`src/core/tspc_pkg.sv`:
```
// Shared constants for the touch sensor pin control block.
// Assumes a 100 MHz aclk and an AXI4-Lite master with 8-bit byte addresses.
package tspc_pkg;

  // Clock period of aclk in nanoseconds.
  localparam int CLK_PERIOD_NS = 10;

  // Self-check and calibration time after reset, and its cycle count.
  localparam int CAL_TIME_MS = 120;
  localparam int CAL_CYCLES_DEF = CAL_TIME_MS * 1000000 / CLK_PERIOD_NS;

  // Gap between sensing frames in normal operation.
  localparam int GAP_TIME_US = 10;
  localparam int GAP_CYCLES = GAP_TIME_US * 1000 / CLK_PERIOD_NS;

  // Gap between sensing frames in sleep mode.
  localparam int SLEEP_GAP_TIME_US = 1000;
  localparam int SLEEP_GAP_CYCLES_DEF = SLEEP_GAP_TIME_US * 1000 / CLK_PERIOD_NS;

  // Length of the synchronisation pulse driven on the shared mode line.
  localparam int SYNC_PULSE_TIME_NS = 2000;
  localparam int SYNC_PULSE_CYCLES = SYNC_PULSE_TIME_NS / CLK_PERIOD_NS;

  // Length of one sensing frame.
  localparam int FRAME_TIME_US = 40;
  localparam int FRAME_CYCLES = FRAME_TIME_US * 1000 / CLK_PERIOD_NS;

  // Bound for the mode strap catch after reset; the strap is caught in the first 7 cycles.
  localparam int MODE_CATCH_CYCLES = 8;

  // Number of touch channels.
  localparam logic [3:0] NUM_CH = 4'hC;

  // Strap value that hands channel 1 sensitivity back to the register.
  localparam logic [2:0] STRAP_USE_REG = 3'h3;

  // Register byte offsets.
  localparam logic [7:0] CTRL_OFS = 8'h00;
  localparam logic [7:0] STATUS_OFS = 8'h04;
  localparam logic [7:0] MASK_OFS = 8'h08;
  localparam logic [7:0] INFO_OFS = 8'h0C;
  localparam logic [7:0] SENS_LO_OFS = 8'h10;
  localparam logic [7:0] SENS_HI_OFS = 8'h14;
  localparam logic [7:0] RESULT_OFS = 8'h18;

  // Reset value of one channel sensitivity nibble: medium code 011, high/low select 1.
  localparam logic [3:0] SENS_RST_NIBBLE = 4'hB;

  // Serial bus write addresses chosen by the address select pin.
  localparam logic [7:0] BUS_ADDR_LOW = 8'hD0;
  localparam logic [7:0] BUS_ADDR_HIGH = 8'hF0;

  // Status bit positions.
  localparam int STAT_TOUCH = 0;
  localparam int STAT_CAL = 1;
  localparam int STAT_REL = 2;

  // AXI response codes.
  localparam logic [1:0] RESP_OKAY = 2'h0;
  localparam logic [1:0] RESP_SLVERR = 2'h2;

  // Positions of the pin inputs in the synchroniser vector.
  localparam int PIN_W = 8;
  localparam int IN_SUSP = 0;
  localparam int IN_BUSEN_N = 1;
  localparam int IN_MODE = 2;
  localparam int IN_ADDR = 3;
  localparam int IN_RST = 4;
  localparam int IN_STRAP = 5;

  // Sensing scheduler phases.
  typedef enum logic [1:0] {
    SY_GAP = 2'b00,
    SY_WAIT = 2'b01,
    SY_PULSE = 2'b10,
    SY_FRAME = 2'b11
  } tspc_phase_e;

endpackage : tspc_pkg

```
`src/core/tspc_pin_sync.sv`:
```
// Three-stage synchroniser for the device pins.
// Assumes pins change asynchronously to aclk; the output follows once stages two and three agree.
`timescale 1ns/10ps
module tspc_pin_sync #(
  parameter int W = tspc_pkg::PIN_W
) (
  // Clock, reset and enable.
  input wire logic aclk,
  input wire logic aresetn,
  input wire logic ce,
  // Raw pins in, filtered levels out.
  input wire logic [W-1:0] pin_i,
  output logic [W-1:0] pin_o
);
  import tspc_pkg::*;

  // All stages kept together; the first stage feeds only the second.
  typedef struct packed {
    logic [W-1:0] s1;
    logic [W-1:0] s2;
    logic [W-1:0] s3;
    logic [W-1:0] o;
  } tspc_sync_s;

  tspc_sync_s s_q; // Registered stages.
  tspc_sync_s s_d; // Next value of the stages.

  // Shift the pins along and accept a bit only when the last two stages agree.
  always_comb begin
    s_d = s_q;
    s_d.s1 = pin_i;
    s_d.s2 = s_q.s1;
    s_d.s3 = s_q.s2;
    for (int i = 0; i < W; i++) begin
      // A single disagreeing sample is treated as a glitch and not passed on.
      if (s_q.s2[i] == s_q.s3[i]) begin
        s_d.o[i] = s_q.s3[i];
      end
    end
  end

  // Synchronous reset clears every stage; the enable freezes them.
  always_ff @(posedge aclk) begin
    if (!aresetn) begin
      s_q <= '0;
    end else if (ce) begin
      s_q <= s_d;
    end
  end

  assign pin_o = s_q.o;

endmodule : tspc_pin_sync

```
`src/core/tspc_top.sv`:
```
// Pin control and readout core of a twelve channel capacitive touch sensor.
// Assumes an AXI4-Lite master on aclk and a sensing front end on aclk that delivers raw samples.
`timescale 1ns/10ps
module tspc_top #(
  parameter int unsigned CAL_CYCLES = tspc_pkg::CAL_CYCLES_DEF,
  parameter int unsigned SLEEP_GAP_CYCLES = tspc_pkg::SLEEP_GAP_CYCLES_DEF
) (
  // Clock, reset and enable.
  input wire logic aclk,
  input wire logic aresetn,
  input wire logic ce,
  // AXI4-Lite write channels.
  input wire logic s_axi_awvalid,
  output logic s_axi_awready,
  input wire logic [7:0] s_axi_awaddr,
  input wire logic s_axi_wvalid,
  output logic s_axi_wready,
  input wire logic [31:0] s_axi_wdata,
  input wire logic [3:0] s_axi_wstrb,
  output logic s_axi_bvalid,
  input wire logic s_axi_bready,
  output logic [1:0] s_axi_bresp,
  // AXI4-Lite read channels.
  input wire logic s_axi_arvalid,
  output logic s_axi_arready,
  input wire logic [7:0] s_axi_araddr,
  output logic s_axi_rvalid,
  input wire logic s_axi_rready,
  output logic [31:0] s_axi_rdata,
  output logic [1:0] s_axi_rresp,
  // Device control pins.
  input wire logic sense_suspend_in,
  input wire logic bus_enable_n_in,
  input wire logic reset_pin_in,
  input wire logic address_select_in,
  input wire logic ch1_strap_bit0,
  input wire logic ch1_strap_bit1,
  input wire logic ch1_strap_bit2,
  // Shared mode and synchronisation line.
  input wire logic mode_in,
  output logic mode_o,
  output logic mode_oe,
  // Open-drain outputs.
  output logic irq_pin_o,
  output logic irq_pin_oe,
  output logic channel_one_out,
  output logic channel_one_oe,
  // Sensing front end.
  input wire logic sense_valid,
  input wire logic [3:0] sense_chan,
  input wire logic [7:0] sense_raw,
  output logic sense_run,
  // Level interrupt.
  output logic irq
);
  import tspc_pkg::*;

  // Whole state of the block in one register.
  typedef struct packed {
    logic awready;
    logic wready;
    logic aw_have;
    logic w_have;
    logic [7:0] awaddr;
    logic [31:0] wdata;
    logic [3:0] wstrb;
    logic bvalid;
    logic [1:0] bresp;
    logic arready;
    logic rvalid;
    logic [31:0] rdata;
    logic [1:0] rresp;
    logic sleep;
    logic [1:0] ilc;
    logic [2:0] status;
    logic [2:0] mask;
    logic [47:0] sens;
    logic [11:0][1:0] result;
    logic [11:0][7:0] base;
    logic multi;
    logic calibrating;
    logic [23:0] cal_cnt;
    tspc_phase_e phase;
    logic [23:0] tmr;
    logic run;
    logic mode_drv;
    logic irq;
    logic ch1_low;
    logic zero;
  } tspc_state_s;

  // Value of the state after reset, with calibration armed.
  function automatic tspc_state_s rst_state();
    tspc_state_s r;
    r = '0;
    r.sens = {12{SENS_RST_NIBBLE}};
    r.calibrating = 1'b1;
    r.cal_cnt = 24'(CAL_CYCLES - 1);
    r.tmr = 24'(GAP_CYCLES - 1);
    r.phase = SY_GAP;
    return r;
  endfunction : rst_state

  // Apply write strobes to a register word.
  function automatic logic [31:0] wmerge(input logic [31:0] old, input logic [31:0] dat, input logic [3:0] stb);
    logic [31:0] r;
    r = old;
    for (int b = 0; b < 4; b++) begin
      if (stb[b]) begin
        r[b*8 +: 8] = dat[b*8 +: 8];
      end
    end
    return r;
  endfunction : wmerge

  // Map a delta to a level using the medium code and high/low select.
  function automatic logic [1:0] classify(input logic [7:0] d, input logic [2:0] code, input logic hl);
    logic [8:0] mid;
    logic [8:0] lo;
    logic [8:0] hi;
    mid = {3'h0, code, 3'h0} + 9'h008;
    lo = mid - (mid >> 1'b1 >> 1'b1);
    hi = hl ? mid + (mid >> 1'b1) : mid + (mid >> 1'b1 >> 1'b1);
    if ({1'b0, d} >= hi) begin
      return 2'h3;
    end else if ({1'b0, d} >= mid) begin
      return 2'h2;
    end else if ({1'b0, d} >= lo) begin
      return 2'h1;
    end
    return 2'h0;
  endfunction : classify

  // Whether a level reaches the reporting threshold chosen by the level control field.
  function automatic logic hit(input logic [1:0] lvl, input logic [1:0] ilc);
    unique case (ilc)
      2'h1: return lvl != 2'h0;
      2'h3: return lvl == 2'h3;
      default: return lvl >= 2'h2;
    endcase
  endfunction : hit

  tspc_state_s s_q; // Registered state.
  tspc_state_s s_d; // Next state.
  logic [PIN_W-1:0] pin_sync; // Synchronised pin levels.
  logic susp; // Suspend request.
  logic bus_en; // Bus enable, active when the pin is low.
  logic [2:0] strap; // Channel 1 strap.
  logic [2:0] set_ev; // Events raised this cycle.
  logic [2:0] clr_ev; // Status bits cleared by software this cycle.
  logic [3:0] ch; // Channel of the current sample.
  logic [2:0] code; // Medium code applied to that channel.
  logic hl; // High/low select applied to that channel.
  logic [7:0] delta; // Sample above baseline.
  logic [1:0] lvl; // Classified level.
  logic [1:0] old_lvl; // Level before this sample.
  logic [11:0] busy_ch; // Channels with a nonzero result.
  logic [31:0] wtmp; // Merged word of a narrow register, before its field is taken.

  // All pins cross into aclk through the three-stage filter.
  tspc_pin_sync #(.W(PIN_W)) u_sync (
    .aclk(aclk),
    .aresetn(aresetn),
    .ce(ce),
    .pin_i({ch1_strap_bit2, ch1_strap_bit1, ch1_strap_bit0, reset_pin_in, address_select_in, mode_in,
            bus_enable_n_in, sense_suspend_in}),
    .pin_o(pin_sync)
  );

  // Next-state logic for the bus slave, scheduler, classifier and interrupt.
  always_comb begin
    s_d = s_q;
    susp = pin_sync[IN_SUSP];
    bus_en = !pin_sync[IN_BUSEN_N];
    strap = pin_sync[IN_STRAP +: 3];
    set_ev = 3'h0;
    clr_ev = 3'h0;
    ch = sense_chan;
    code = 3'h0;
    hl = 1'b0;
    delta = 8'h00;
    lvl = 2'h0;
    old_lvl = 2'h0;
    wtmp = 32'h0;

    // Address and data are taken independently, in either order.
    if (s_axi_awvalid && s_q.awready) begin
      s_d.aw_have = 1'b1;
      s_d.awaddr = s_axi_awaddr;
    end
    if (s_axi_wvalid && s_q.wready) begin
      s_d.w_have = 1'b1;
      s_d.wdata = s_axi_wdata;
      s_d.wstrb = s_axi_wstrb;
    end

    // Once both halves are held, perform the write and raise the response.
    if (s_q.aw_have && s_q.w_have && !s_q.bvalid) begin
      s_d.aw_have = 1'b0;
      s_d.w_have = 1'b0;
      s_d.bvalid = 1'b1;
      s_d.bresp = RESP_OKAY;
      if (!bus_en) begin
        // Disabled bus: refused, nothing changes.
        s_d.bresp = RESP_SLVERR;
      end else begin
        unique case (s_q.awaddr)
          CTRL_OFS: begin
            wtmp = wmerge({29'h0, s_q.ilc, s_q.sleep}, s_q.wdata, s_q.wstrb);
            {s_d.ilc, s_d.sleep} = wtmp[2:0];
          end
          STATUS_OFS: begin
            clr_ev = s_q.wdata[2:0] & {3{s_q.wstrb[0]}};
          end
          MASK_OFS: begin
            wtmp = wmerge({29'h0, s_q.mask}, s_q.wdata, s_q.wstrb);
            s_d.mask = wtmp[2:0];
          end
          SENS_LO_OFS: begin
            s_d.sens[31:0] = wmerge(s_q.sens[31:0], s_q.wdata, s_q.wstrb);
          end
          SENS_HI_OFS: begin
            wtmp = wmerge({16'h0, s_q.sens[47:32]}, s_q.wdata, s_q.wstrb);
            s_d.sens[47:32] = wtmp[15:0];
          end
          INFO_OFS, RESULT_OFS: begin
            // Read-only registers ignore writes but answer OKAY.
          end
          default: begin
            s_d.bresp = RESP_SLVERR;
          end
        endcase
      end
    end
    if (s_q.bvalid && s_axi_bready) begin
      s_d.bvalid = 1'b0;
    end

    // Read: data is ready one cycle after the address is taken.
    if (s_axi_arvalid && s_q.arready) begin
      s_d.rvalid = 1'b1;
      s_d.rresp = RESP_OKAY;
      s_d.rdata = 32'h0;
      if (!bus_en) begin
        s_d.rresp = RESP_SLVERR;
      end else begin
        unique case (s_axi_araddr)
          CTRL_OFS: s_d.rdata = {29'h0, s_q.ilc, s_q.sleep};
          STATUS_OFS: s_d.rdata = {29'h0, s_q.status};
          MASK_OFS: s_d.rdata = {29'h0, s_q.mask};
          INFO_OFS: s_d.rdata = {18'h0, s_q.calibrating, susp, strap, s_q.multi,
                                 pin_sync[IN_ADDR] ? BUS_ADDR_HIGH : BUS_ADDR_LOW};
          SENS_LO_OFS: s_d.rdata = s_q.sens[31:0];
          SENS_HI_OFS: s_d.rdata = {16'h0, s_q.sens[47:32]};
          RESULT_OFS: s_d.rdata = {8'h0, s_q.result};
          default: s_d.rresp = RESP_SLVERR;
        endcase
      end
    end
    if (s_q.rvalid && s_axi_rready) begin
      s_d.rvalid = 1'b0;
    end

    // Calibration countdown; the mode strap is caught in its first cycles.
    if (s_q.calibrating) begin
      if (s_q.cal_cnt > 24'(CAL_CYCLES - MODE_CATCH_CYCLES)) begin
        s_d.multi = !pin_sync[IN_MODE];
      end
      if (s_q.cal_cnt == 24'h0) begin
        s_d.calibrating = 1'b0;
        set_ev[STAT_CAL] = 1'b1;
      end else begin
        s_d.cal_cnt = s_q.cal_cnt - 24'h1;
      end
    end

    // Frame scheduler; multi mode always runs with line synchronisation.
    unique case (s_q.phase)
      SY_GAP: begin
        if (s_q.tmr != 24'h0) begin
          s_d.tmr = s_q.tmr - 24'h1;
        end else if (s_q.multi) begin
          s_d.phase = SY_WAIT;
        end else begin
          s_d.phase = SY_FRAME;
          s_d.tmr = 24'(FRAME_CYCLES - 1);
        end
      end
      SY_WAIT: begin
        // Another chip pulsing keeps the line high; our frame waits for it.
        if (!pin_sync[IN_MODE]) begin
          s_d.phase = SY_PULSE;
          s_d.tmr = 24'(SYNC_PULSE_CYCLES - 1);
          s_d.mode_drv = 1'b1;
        end
      end
      SY_PULSE: begin
        if (s_q.tmr == 24'h0) begin
          s_d.mode_drv = 1'b0;
          s_d.phase = SY_FRAME;
          s_d.tmr = 24'(FRAME_CYCLES - 1);
        end else begin
          s_d.tmr = s_q.tmr - 24'h1;
        end
      end
      SY_FRAME: begin
        if (s_q.tmr == 24'h0) begin
          s_d.phase = SY_GAP;
          // Sleep trades response time for power by stretching the gap.
          s_d.tmr = s_q.sleep ? 24'(SLEEP_GAP_CYCLES - 1) : 24'(GAP_CYCLES - 1);
        end else begin
          s_d.tmr = s_q.tmr - 24'h1;
        end
      end
    endcase
    s_d.run = (s_d.phase == SY_FRAME) && !susp;

    // One sample per valid beat, only inside a running frame.
    if (sense_valid && s_q.run && !susp && sense_chan < NUM_CH) begin
      if (ch == 4'h0 && strap != STRAP_USE_REG) begin
        code = strap;
        hl = 1'b1;
      end else begin
        code = s_q.sens[{ch, 2'b00} +: 3];
        hl = s_q.sens[{ch, 2'b11}];
      end
      delta = (sense_raw > s_q.base[ch]) ? sense_raw - s_q.base[ch] : 8'h00;
      lvl = classify(delta, code, hl);
      old_lvl = s_q.result[ch];
      if (s_q.calibrating) begin
        s_d.base[ch] = sense_raw;
      end else begin
        s_d.result[ch] = lvl;
        // Baseline drifts one step per idle sample, so a slow touch is not absorbed.
        if (lvl == 2'h0 && sense_raw > s_q.base[ch]) begin
          s_d.base[ch] = s_q.base[ch] + 8'h01;
        end else if (lvl == 2'h0 && sense_raw < s_q.base[ch]) begin
          s_d.base[ch] = s_q.base[ch] - 8'h01;
        end
        if (hit(lvl, s_q.ilc) && !hit(old_lvl, s_q.ilc)) begin
          set_ev[STAT_TOUCH] = 1'b1;
        end
        if (lvl == 2'h0 && old_lvl != 2'h0) begin
          set_ev[STAT_REL] = 1'b1;
        end
        // Single output mode keeps only the latest touched channel.
        if (!s_q.multi && lvl != 2'h0) begin
          for (int i = 0; i < 12; i++) begin
            if (4'(i) != ch) begin
              s_d.result[i] = 2'h0;
            end
          end
        end
      end
    end

    // Sticky status: an event in the clearing cycle survives.
    s_d.status = (s_q.status & ~clr_ev) | set_ev;
    s_d.irq = |(s_d.status & s_d.mask);
    s_d.ch1_low = hit(s_d.result[0], s_d.ilc);
    s_d.awready = !s_d.aw_have;
    s_d.wready = !s_d.w_have;
    s_d.arready = !s_d.rvalid;

    // Reset pin holds everything; the mode strap is caught meanwhile.
    if (pin_sync[IN_RST]) begin
      s_d = rst_state();
      s_d.multi = !pin_sync[IN_MODE];
    end
  end

  // State register with synchronous reset and clock enable.
  always_ff @(posedge aclk) begin
    if (!aresetn) begin
      s_q <= rst_state();
    end else if (ce) begin
      s_q <= s_d;
    end
  end

  // Outputs come straight from the state register; open-drain data is a constant low.
  assign s_axi_awready = s_q.awready;
  assign s_axi_wready = s_q.wready;
  assign s_axi_bvalid = s_q.bvalid;
  assign s_axi_bresp = s_q.bresp;
  assign s_axi_arready = s_q.arready;
  assign s_axi_rvalid = s_q.rvalid;
  assign s_axi_rdata = s_q.rdata;
  assign s_axi_rresp = s_q.rresp;
  assign mode_o = s_q.mode_drv;
  assign mode_oe = s_q.mode_drv;
  assign irq_pin_o = s_q.zero;
  assign irq_pin_oe = s_q.irq;
  assign channel_one_out = s_q.zero;
  assign channel_one_oe = s_q.ch1_low;
  assign sense_run = s_q.run;
  assign irq = s_q.irq;

  // Helper for the single-mode check.
  always_comb begin
    for (int i = 0; i < 12; i++) begin
      busy_ch[i] = |s_q.result[i];
    end
  end
endmodule : tspc_top

```
`config.mk`:
```
export PLATFORM = sky130hd
export DESIGN_NAME = tspc_top
export DESIGN_NICKNAME = d
export VERILOG_FILES = /design/src/core/tspc_pkg.sv /design/src/core/tspc_pin_sync.sv /design/src/core/tspc_top.sv
export SDC_FILE = /design/constraint.sdc
export NUM_CORES = 1
export LEC_CHECK = 0
export BUFFER_PORTS_ARGS = -buffer_cell sky130_fd_sc_hd__buf_4
export CAP_MARGIN = 20
export CORE_ASPECT_RATIO = 2
export CORE_UTILIZATION = 30
export CTS_BUF_LIST = sky130_fd_sc_hd__clkbuf_4
export DETAILED_ROUTE_END_ITERATION = 7
export GPL_ROUTABILITY_DRIVEN = 1
export HOLD_SLACK_MARGIN = 0.12
export SETUP_SLACK_MARGIN = 0.15
export SLEW_MARGIN = 30
export SYNTH_ARGS = -nofsm -noshare
export SYNTH_HDL_FRONTEND = slang
export SYNTH_SLANG_ARGS = --single-unit
```
`constraint.sdc`:
```
create_clock -name aclk -period 9.5 [get_ports aclk]
set_input_delay 0.475 -clock aclk [delete_from_list [all_inputs] [get_ports aclk]]
set_output_delay 0.475 -clock aclk [all_outputs]
set_load 0.01 [all_outputs]
```
==> results of run 1 <==
==> what timing repair did <==
action | CTS | global route
endpoints found under the hold margin | 64 | 0
hold buffers | 58 | 0
setup buffers | 0 | 0
==> area by class of cell <==
class | count | area (sq um) | share of cell area (%)
flip-flops and latches | 350 | 7010 | 34.1
clock inverters | 18 | 100 | 0.487
well taps | 762 | 953 | 4.64
diodes | 3 | 7.51 | 0.0366
repair buffers | 214 | 1750 | 8.54
inverters | 42 | 160 | 0.780
multi-input cells | 1555 | 9710 | 47.3
clock buffers | 112 | 841 | 4.09
==> power by group through the flow <==
stage / clock [mW] / sequential [mW] / combinational, mW
2_1_floorplan: 0 / 1.53 / 0.231
3_3_place_gp: 0 / 1.53 / 0.333
3_5_place_dp: 0 / 1.53 / 0.340
4_1_cts: 1.19 / 1.50 / 0.360
5_1_grt: 1.25 / 1.50 / 0.397
6_report: 1.16 / 1.50 / 0.363
==> worst max-delay path, cell delays in order <==
cell	delay, ns
buf_4	0.53
buf_4	0.38
mux4_2	0.54
a22o_1	0.21
o21ai_0	0.21
o21a_1	0.39
inv_1	0.10
ha_1	0.26
xnor2_1	0.41
inv_1	0.16
o21ai_0	0.20
ha_1	0.20
inv_1	0.06
fa_1	0.44
xor2_1	0.16
ha_1	0.33
a41oi_1	0.16
o21ai_0	0.11
a21oi_1	0.20
o41ai_2	0.19
or3b_1	0.56
o31a_1	0.38
nor3_4	0.56
nand4_2	0.51
o22ai_1	0.30
==> worst paths after layout <==
check                                   start                           end  slack (ns)  cells past startpoint
setup reg to reg        s_q[127]$_SDFFE_PN0P_         s_q[132]$_SDFFE_PN0P_        2.22                     18
hold reg to reg   u_sync.s_d[10]$_SDFFE_PN0P_  u_sync.pin_o[2]$_SDFFE_PN0P_        0.44                      2
setup / recovery                sense_chan[0]         s_q[132]$_SDFFE_PN0P_        2.13                     25
hold / removal                             ce          s_q[55]$_SDFFE_PN1P_        0.21                      2
==> cell usage after synthesis (all sizes together), types with 5 or more instances <==
cell	number	area share, %
buf	63	2.3
a31oi	12	0.43
a21oi	183	5.2
o41ai	5	0.25
nand4	13	0.60
xor2	9	0.45
or4	7	0.30
nand3	50	1.5
o211ai	42	1.8
a211o	6	0.30
clkbuf	107	2.3
or2	7	0.25
or3	19	0.68
a22oi	91	3.9
o22ai	96	3.4
o21ai	106	3.0
o21a	12	0.51
nand2b	11	0.39
o31a	5	0.25
nor2b	12	0.43
nor4	20	0.71
nor2	252	5.4
inv	40	0.85
o31ai	9	0.46
mux2i	38	2.2
dfxtp	350	40
mux4	40	5.1
nor3	41	1.2
nand2	275	5.9
xnor2	15	0.75
nor3b	6	0.26
and2	11	0.39
ha	42	3.0
and3	9	0.32
a21o	24	1.0
a221o	13	0.74
a21boi	6	0.26
or4b	6	0.34
==> cells in the final DEF, fill, tap and decap left out, types with 19 or more instances in the layout <==
cell | netlist | routed
a21o_1 | 24 | 24
a21oi_1 | 183 | 183
a22oi_1 | 91 | 91
buf_4 | 40 | 154
clkbuf_4 | 0 | 112
dfxtp_1 | 350 | 349
dlygate4sd3_1 | 0 | 58
ha_1 | 42 | 42
inv_1 | 40 | 40
mux2i_1 | 38 | 38
mux4_2 | 40 | 40
nand2_1 | 275 | 275
nand3_1 | 49 | 49
nor2_1 | 252 | 251
nor3_1 | 40 | 39
o211ai_1 | 42 | 42
o21ai_0 | 99 | 97
o22ai_1 | 96 | 96
or3_1 | 19 | 19
==> state kept, by name (all words and copies together), names as in the netlist, 8 cells and up <==
| register | count |
|---|---|
| u_sync.s_q | 8 |
| u_sync.pin_o | 8 |
| s_q | 275 |
| u_sync.s_d | 16 |
| s_axi_rdata | 32 |
==> cells by family after synthesis <==
logic type	Yosys count	share of synthesized area (%)
AO/OA/AOI/OAI	654	23.8
XOR/XNOR	24	1.19
adder cells (fa/ha/maj)	44	3.21
buffers and inverters	212	5.45
flip-flops	350	39.8
multiplexers	78	7.28
other	1	0.0213
AND/OR/NAND/NOR	751	19.3
==> per-stage QoR <==
step,utilization [%],area (sq um),hold WS [ns],cells,worst slack [ns]
after floorplan,-,17600,0.420,2117,2.78
after global placement,32.7,19000,0.439,2864,1.37
after detailed placement,32.7,19000,0.444,2864,1.37
after CTS,35.4,20500,0.151,3052,2.23
after global routing,35.4,20500,0.212,3055,1.66
final,35.4,20500,0.211,3056,2.13
==> per-layer routing <==
| layer | vias up | GRT usage, % |
|---|---|---|
| met3 | 217 | 3.68 |
| met4 | 4 | 16.1 |
| met5 | - | 0.240 |
| met1 | 8031 | 20.3 |
| li1 | 7983 | - |
| met2 | 689 | 37.4 |
==> out/qor.csv, run 1 <==
stage;metric;value;unit
routing;via_count;16900;
power_and_ir_drop;swShare;28.3;%
yosys;synth.distinct_cells;77;
global_route;grt_pass1_vias;16700;
power_and_ir_drop;finalPower;3.02;mW
sta;finalSetupTns;0;ns
sta;fmax;136;MHz
routing;m1WireLength;22.3;mm
yosys;ys_ff_latch;350;
die;fp.dieArea;59700;sq um
sta;skew;0.0890;ns
clock_network;cts_sinks;350;
routing;wirelength;62.0;mm
sta;setup_viol;0;
yosys;async_flop_share;0;%
placement;io_buffers;125;
die;die_h;344;um
routing;drt-pass1-iter-count;8;
die;die_w;173;um
placement;gp_congestion;0.934;
sta;finalCritPeriodShare;77.5;%
yosys;syn_inst;2114;
routing;ant_nets;0;
power_and_ir_drop;ir_drop;0.000101;V
critical_path;arrival;8.12;ns
routing;drc;0;
routing;top_layer;met5;
clock_network;cts_made_buffers;77;
hold_path;min_path_type;input port to register;
global_route;grt_remaining_overflow;0;
global_route;grt_usage;20.4;%
sta;rsz0062_at_grt;no;
cells_and_area;fill_cells;5987;
power_and_ir_drop;seq_power_share;49.6;%
yosys;ys.warnings.count;0;
sta;worstMarginPinSlew;1.01;ns
power_and_ir_drop;p_leak;7.60;nW
yosys;seq_area_frac_synth;39.8;%
die;start_util;30.3;%
global_route;grt_max_degree;110;
critical_path;worstPathRequired;10.25;ns
power_and_ir_drop;p_switching;0.854;mW
sta;hold_viol;0;
power_and_ir_drop;internal-power;2.17;mW
clock_network;clock_latency;0.85;ns
sta;period_needed;7.37;ns
yosys;synthesis.area;17600;sq um
clock_network;cts_tree;built;
routing;wl_per_cell;20.3;um
power_and_ir_drop;p_comb_share;12.0;%
sta;final-max-slew-violation-count;0;
global_route;grt_pass1_wl;94.3;mm
routing;routed-wl-met3;3.43;mm
clock_network;htreeDepth;3;
critical_path;cp_max_fo;41;
critical_path;startpoint_type;input port;
clock_network;clk_path_buf_depth;3;
global_route;antenna_found_initial;5;
die;core;58000;sq um
cells_and_area;syn_to_final_growth;16.7;%
clock_network;cts_resized;0;
status;status;finished, final reports clean;
power_and_ir_drop;p_per_area;147;nW/um^2
die;io_pins;130;
cells_and_area;drive_above_1_share;15.4;%
routing;via_per_inst;5.54;
yosys;synth_ff_type;dfxtp_1;
critical_path;end_kind;register;
run;drv_cap;0;
critical_path;worstSetupPathType;input port to register;
placement;post-dp-hpwl;45.3;mm
sta;slew_headroom;32.0;%
routing;wl_met2;31.5;mm
yosys;avgSynthCellArea;8.32;sq um
die;row_count;125;
routing;drt_iter0_markers;1190;
cells_and_area;fin_nets;2365;
clock_network;path_clk_slew;0.07;ns
power_and_ir_drop;p_clk_share;38.4;%
clock_network;clock-root-buffer;clkbuf_4;
yosys;synth_edf_count;0;
Power figures use the tool's default switching activity.
==> inputs of run 2 (changes only) <==
- clock period: 9.5 -> 6.5 ns (I/O delays scaled with it)
==> out/qor.csv, run 2 (synthesis gave the netlist of run 1 again) <==
stage;metric;value;unit;change
routing;drc;0;;unchanged
cells_and_area;fill_cells;6024;;was 5987
die;die_w;173;um;unchanged
power_and_ir_drop;p_leak;8.15;nW;was 7.60 nW
routing;ant_nets;0;;unchanged
critical_path;arrival;6.86;ns;was 8.12 ns
power_and_ir_drop;finalPower;4.60;mW;was 3.02 mW
critical_path;r2r_slack;0.53;ns;was 2.22 ns
clock_network;path_clk_slew;0.07;ns;about the same
critical_path;startpoint_type;input port;;unchanged
clock_network;clk_path_buf_depth;3;;unchanged
die;fp.dieArea;59700;sq um;unchanged
die;die_h;344;um;unchanged
sta;slew_headroom;36.0;%;was 32.0%
critical_path;regToRegEndpoint;s_q[67]$_SDFFE_PN0P_;;was s_q[132]$_SDFFE_PN0P_
sta;finalSetupTns;0;ns;unchanged
die;row_count;125;;unchanged
placement;gp_congestion;0.959;;was 0.934
cells_and_area;syn_to_final_growth;22.2;%;was 16.7%
cells_and_area;drive_above_1_share;18.5;%;was 15.4%
hold_path;min_path_type;input port to register;;unchanged
cells_and_area;multi_input_area;9740;sq um;was 9710 sq um
routing;via_count;17400;;was 16.9k
cells_and_area;layout_common_cells;349 x dfxtp_1, 274 x nand2_1, 250 x nor2_1;;was 349 x dfxtp_1, 275 x nand2_1, 251 x nor2_1
hold_path;whs_path_depth;3;;was 2
critical_path;cp_max_fo;17;;was 41
sta;setup_viol;0;;unchanged
routing;wl_per_cell;20.4;um;was 20.3 um
cells_and_area;largest_reg_flops;275;;unchanged
routing;drt-pass1-iter-count;8;;unchanged
global_route;grt_pass1_wl;98.4;mm;was 94.3 mm
status;status;finished, final reports clean;;unchanged
clock_network;clock-root-buffer;clkbuf_4;;unchanged
placement;post-dp-hpwl;48.4;mm;was 45.3 mm
sta;skew;0.0943;ns;was 0.0890 ns
hold_path;hold_start;ce;;unchanged
routing;via_per_inst;5.50;;was 5.54
sta;worstMarginPinSlew;0.956;ns;was 1.01 ns
power_and_ir_drop;ir_drop;0.000177;V;was 0.000101 V
power_and_ir_drop;p_per_area;214;nW/um^2;was 147 nW/um^2
cells_and_area;layout_commonest_cell;dfxtp_1;;unchanged
placement;io_buffers;125;;unchanged
sta;final-max-slew-violation-count;0;;unchanged
sta;rsz0062_at_grt;no;;unchanged
critical_path;rr_startpoint;s_q[121]$_SDFFE_PN0P_;;was s_q[127]$_SDFFE_PN0P_
critical_path;worstPathRequired;7.19;ns;was 10.25 ns
sta;finalCritPeriodShare;94.8;%;
die;core;58000;sq um;unchanged
clock_network;cts_tree;built;;unchanged
die;start_util;30.3;%;unchanged
critical_path;cpMaxStageDelayCell;or4_1;;was or3b_1
global_route;grt_remaining_overflow;0;;unchanged
global_route;grt_pass1_vias;17300;;was 16.7k
critical_path;crit_path_cell_trace;dlygate4sd3_1, buf_4, buf_4, mux4_2, and2_1, a221o_1, inv_1, ha_1, nand3b_1, a211o_1, a21o_1, buf_4, or2_2, ha_1, nand3_1, o211ai_1, a41oi_1, a311oi_1, nand3_1, buf_4, and3_1, or4_1, nand4_4, o22ai_1;;
sta;period_needed;6.17;ns;
die;io_pins;130;;unchanged
clock_network;cts_made_buffers;79;;was 77
cells_and_area;seq_area;7010;sq um;unchanged
critical_path;ff2ff_path_depth;21;;was 18
cells_and_area;fin_nets;2462;;was 2365
critical_path;worstSetupPathType;input port to register;;unchanged
cells_and_area;top_register;s_q;;unchanged
clock_network;htreeDepth;3;;unchanged
hold_path;hold_end;s_q[121]$_SDFFE_PN0P_;;was s_q[55]$_SDFFE_PN1P_
run;drv_cap;0;;unchanged
global_route;grt_max_degree;99;;was 110
clock_network;clock_latency;0.83;ns;was 0.85 ns
global_route;antenna_found_initial;4;;was 5
clock_network;cts_sinks;350;;unchanged
sta;fmax;162;MHz;
sta;hold_viol;0;;unchanged
critical_path;max_stage_delay;0.59;ns;was 0.56 ns
routing;drt_iter0_markers;1292;;was 1190
critical_path;crit_top_cell;buf_4;;
routing;wirelength;64.6;mm;was 62.0 mm
critical_path;end_kind;register;;unchanged
global_route;grt_usage;21.4;%;was 20.4%
[run 2: cell types whose count changed in the layout (fill, tap and decap cells not counted), sizes merged]
cell         change
buf             +81
bufinv           +2
clkbuf           +7
clkinv           +6
clkinvlp         -3
diode            -1
dlygate4sd3     +14
inv              -2
[run 2: worst max-delay path: cells and delay by family]
family	cells	cell delay (ns)
muxes	1	0.52
and+or+nand+nor	8	2.01
AOI/OAI and AO/OA	7	1.72
adders and majority gates	2	0.54
buffers and inverters	6	1.69
[run 2: repair_timing]
| action | 4_1_cts | 5_1_grt |
|---|---|---|
| hold endpoints to repair | 108 | 0 |
| setup endpoints to repair | 0 | 89 |
| gates resized for setup | 0 | 11 |
| hold buffers | 72 | 0 |
| setup buffers | 0 | 1 |
[run 2: worst max-delay path by stage]
| stage | start | slack [ns] | cells past startpoint | to |
|---|---|---|---|---|
| after detailed placement | sense_chan[0] | -0.1 | 24 | s_q[132]$_SDFFE_PN0P_ |
| final | sense_chan[1] | 0.33 | 24 | s_q[67]$_SDFFE_PN0P_ |
| after floorplan | sense_chan[0] | 0.16 | 26 | s_q[113]$_SDFFE_PN0P_ |
| after global placement | sense_chan[0] | -0.03 | 24 | s_q[84]$_SDFFE_PN0P_ |
| after global routing | sense_chan[1] | 0.13 | 24 | s_q[83]$_SDFFE_PN0P_ |
| after CTS | sense_chan[1] | 0.24 | 23 | s_q[132]$_SDFFE_PN0P_ |
[run 2: area by class of cell]
| class | instances | share of cell area (%) |
|---|---|---|
| antenna | 2 | 0.0233 |
| inverter | 42 | 0.745 |
| clock buffer | 119 | 4.15 |
| timing repair buffer | 309 | 12.1 |
| tap | 762 | 4.43 |
| clock inverter | 21 | 0.663 |
| multi-input combinational | 1555 | 45.3 |
| sequential | 350 | 32.6 |
[run 2: layer usage]
metal	vias to the layer above	track usage, %	part of all wire, %
met5	-	0	0.036
met4	4	17.2	7.8
met3	216	3.47	4.2
met2	638	39.9	53
met1	8330	20.7	35
li1	8190	-	-
[run 2: report_power, final]
group / switching (mW) / internal [mW] / leakage (nW) / total, mW
Combinational: 0.345 / 0.256 / 4.71 / 0.601
Clock: 0.896 / 0.917 / 0.616 / 1.81
Sequential: 0.0236 / 2.17 / 2.83 / 2.19
[run 2: metrics by stage]
step | utilization [%] | instance area, sq um | cells | hold slack, ns | worst slack (ns)
2_1_floorplan | - | 17600 | 2117 | 0.420 | 0.162
3_3_place_gp | 33.9 | 19700 | 2945 | 0.438 | -0.0311
3_5_place_dp | 33.9 | 19700 | 2945 | 0.447 | -0.0986
4_1_cts | 36.9 | 21400 | 3157 | 0.130 | 0.236
5_1_grt | 37.1 | 21500 | 3159 | 0.182 | 0.132
6_report | 37.1 | 21500 | 3160 | 0.188 | 0.335
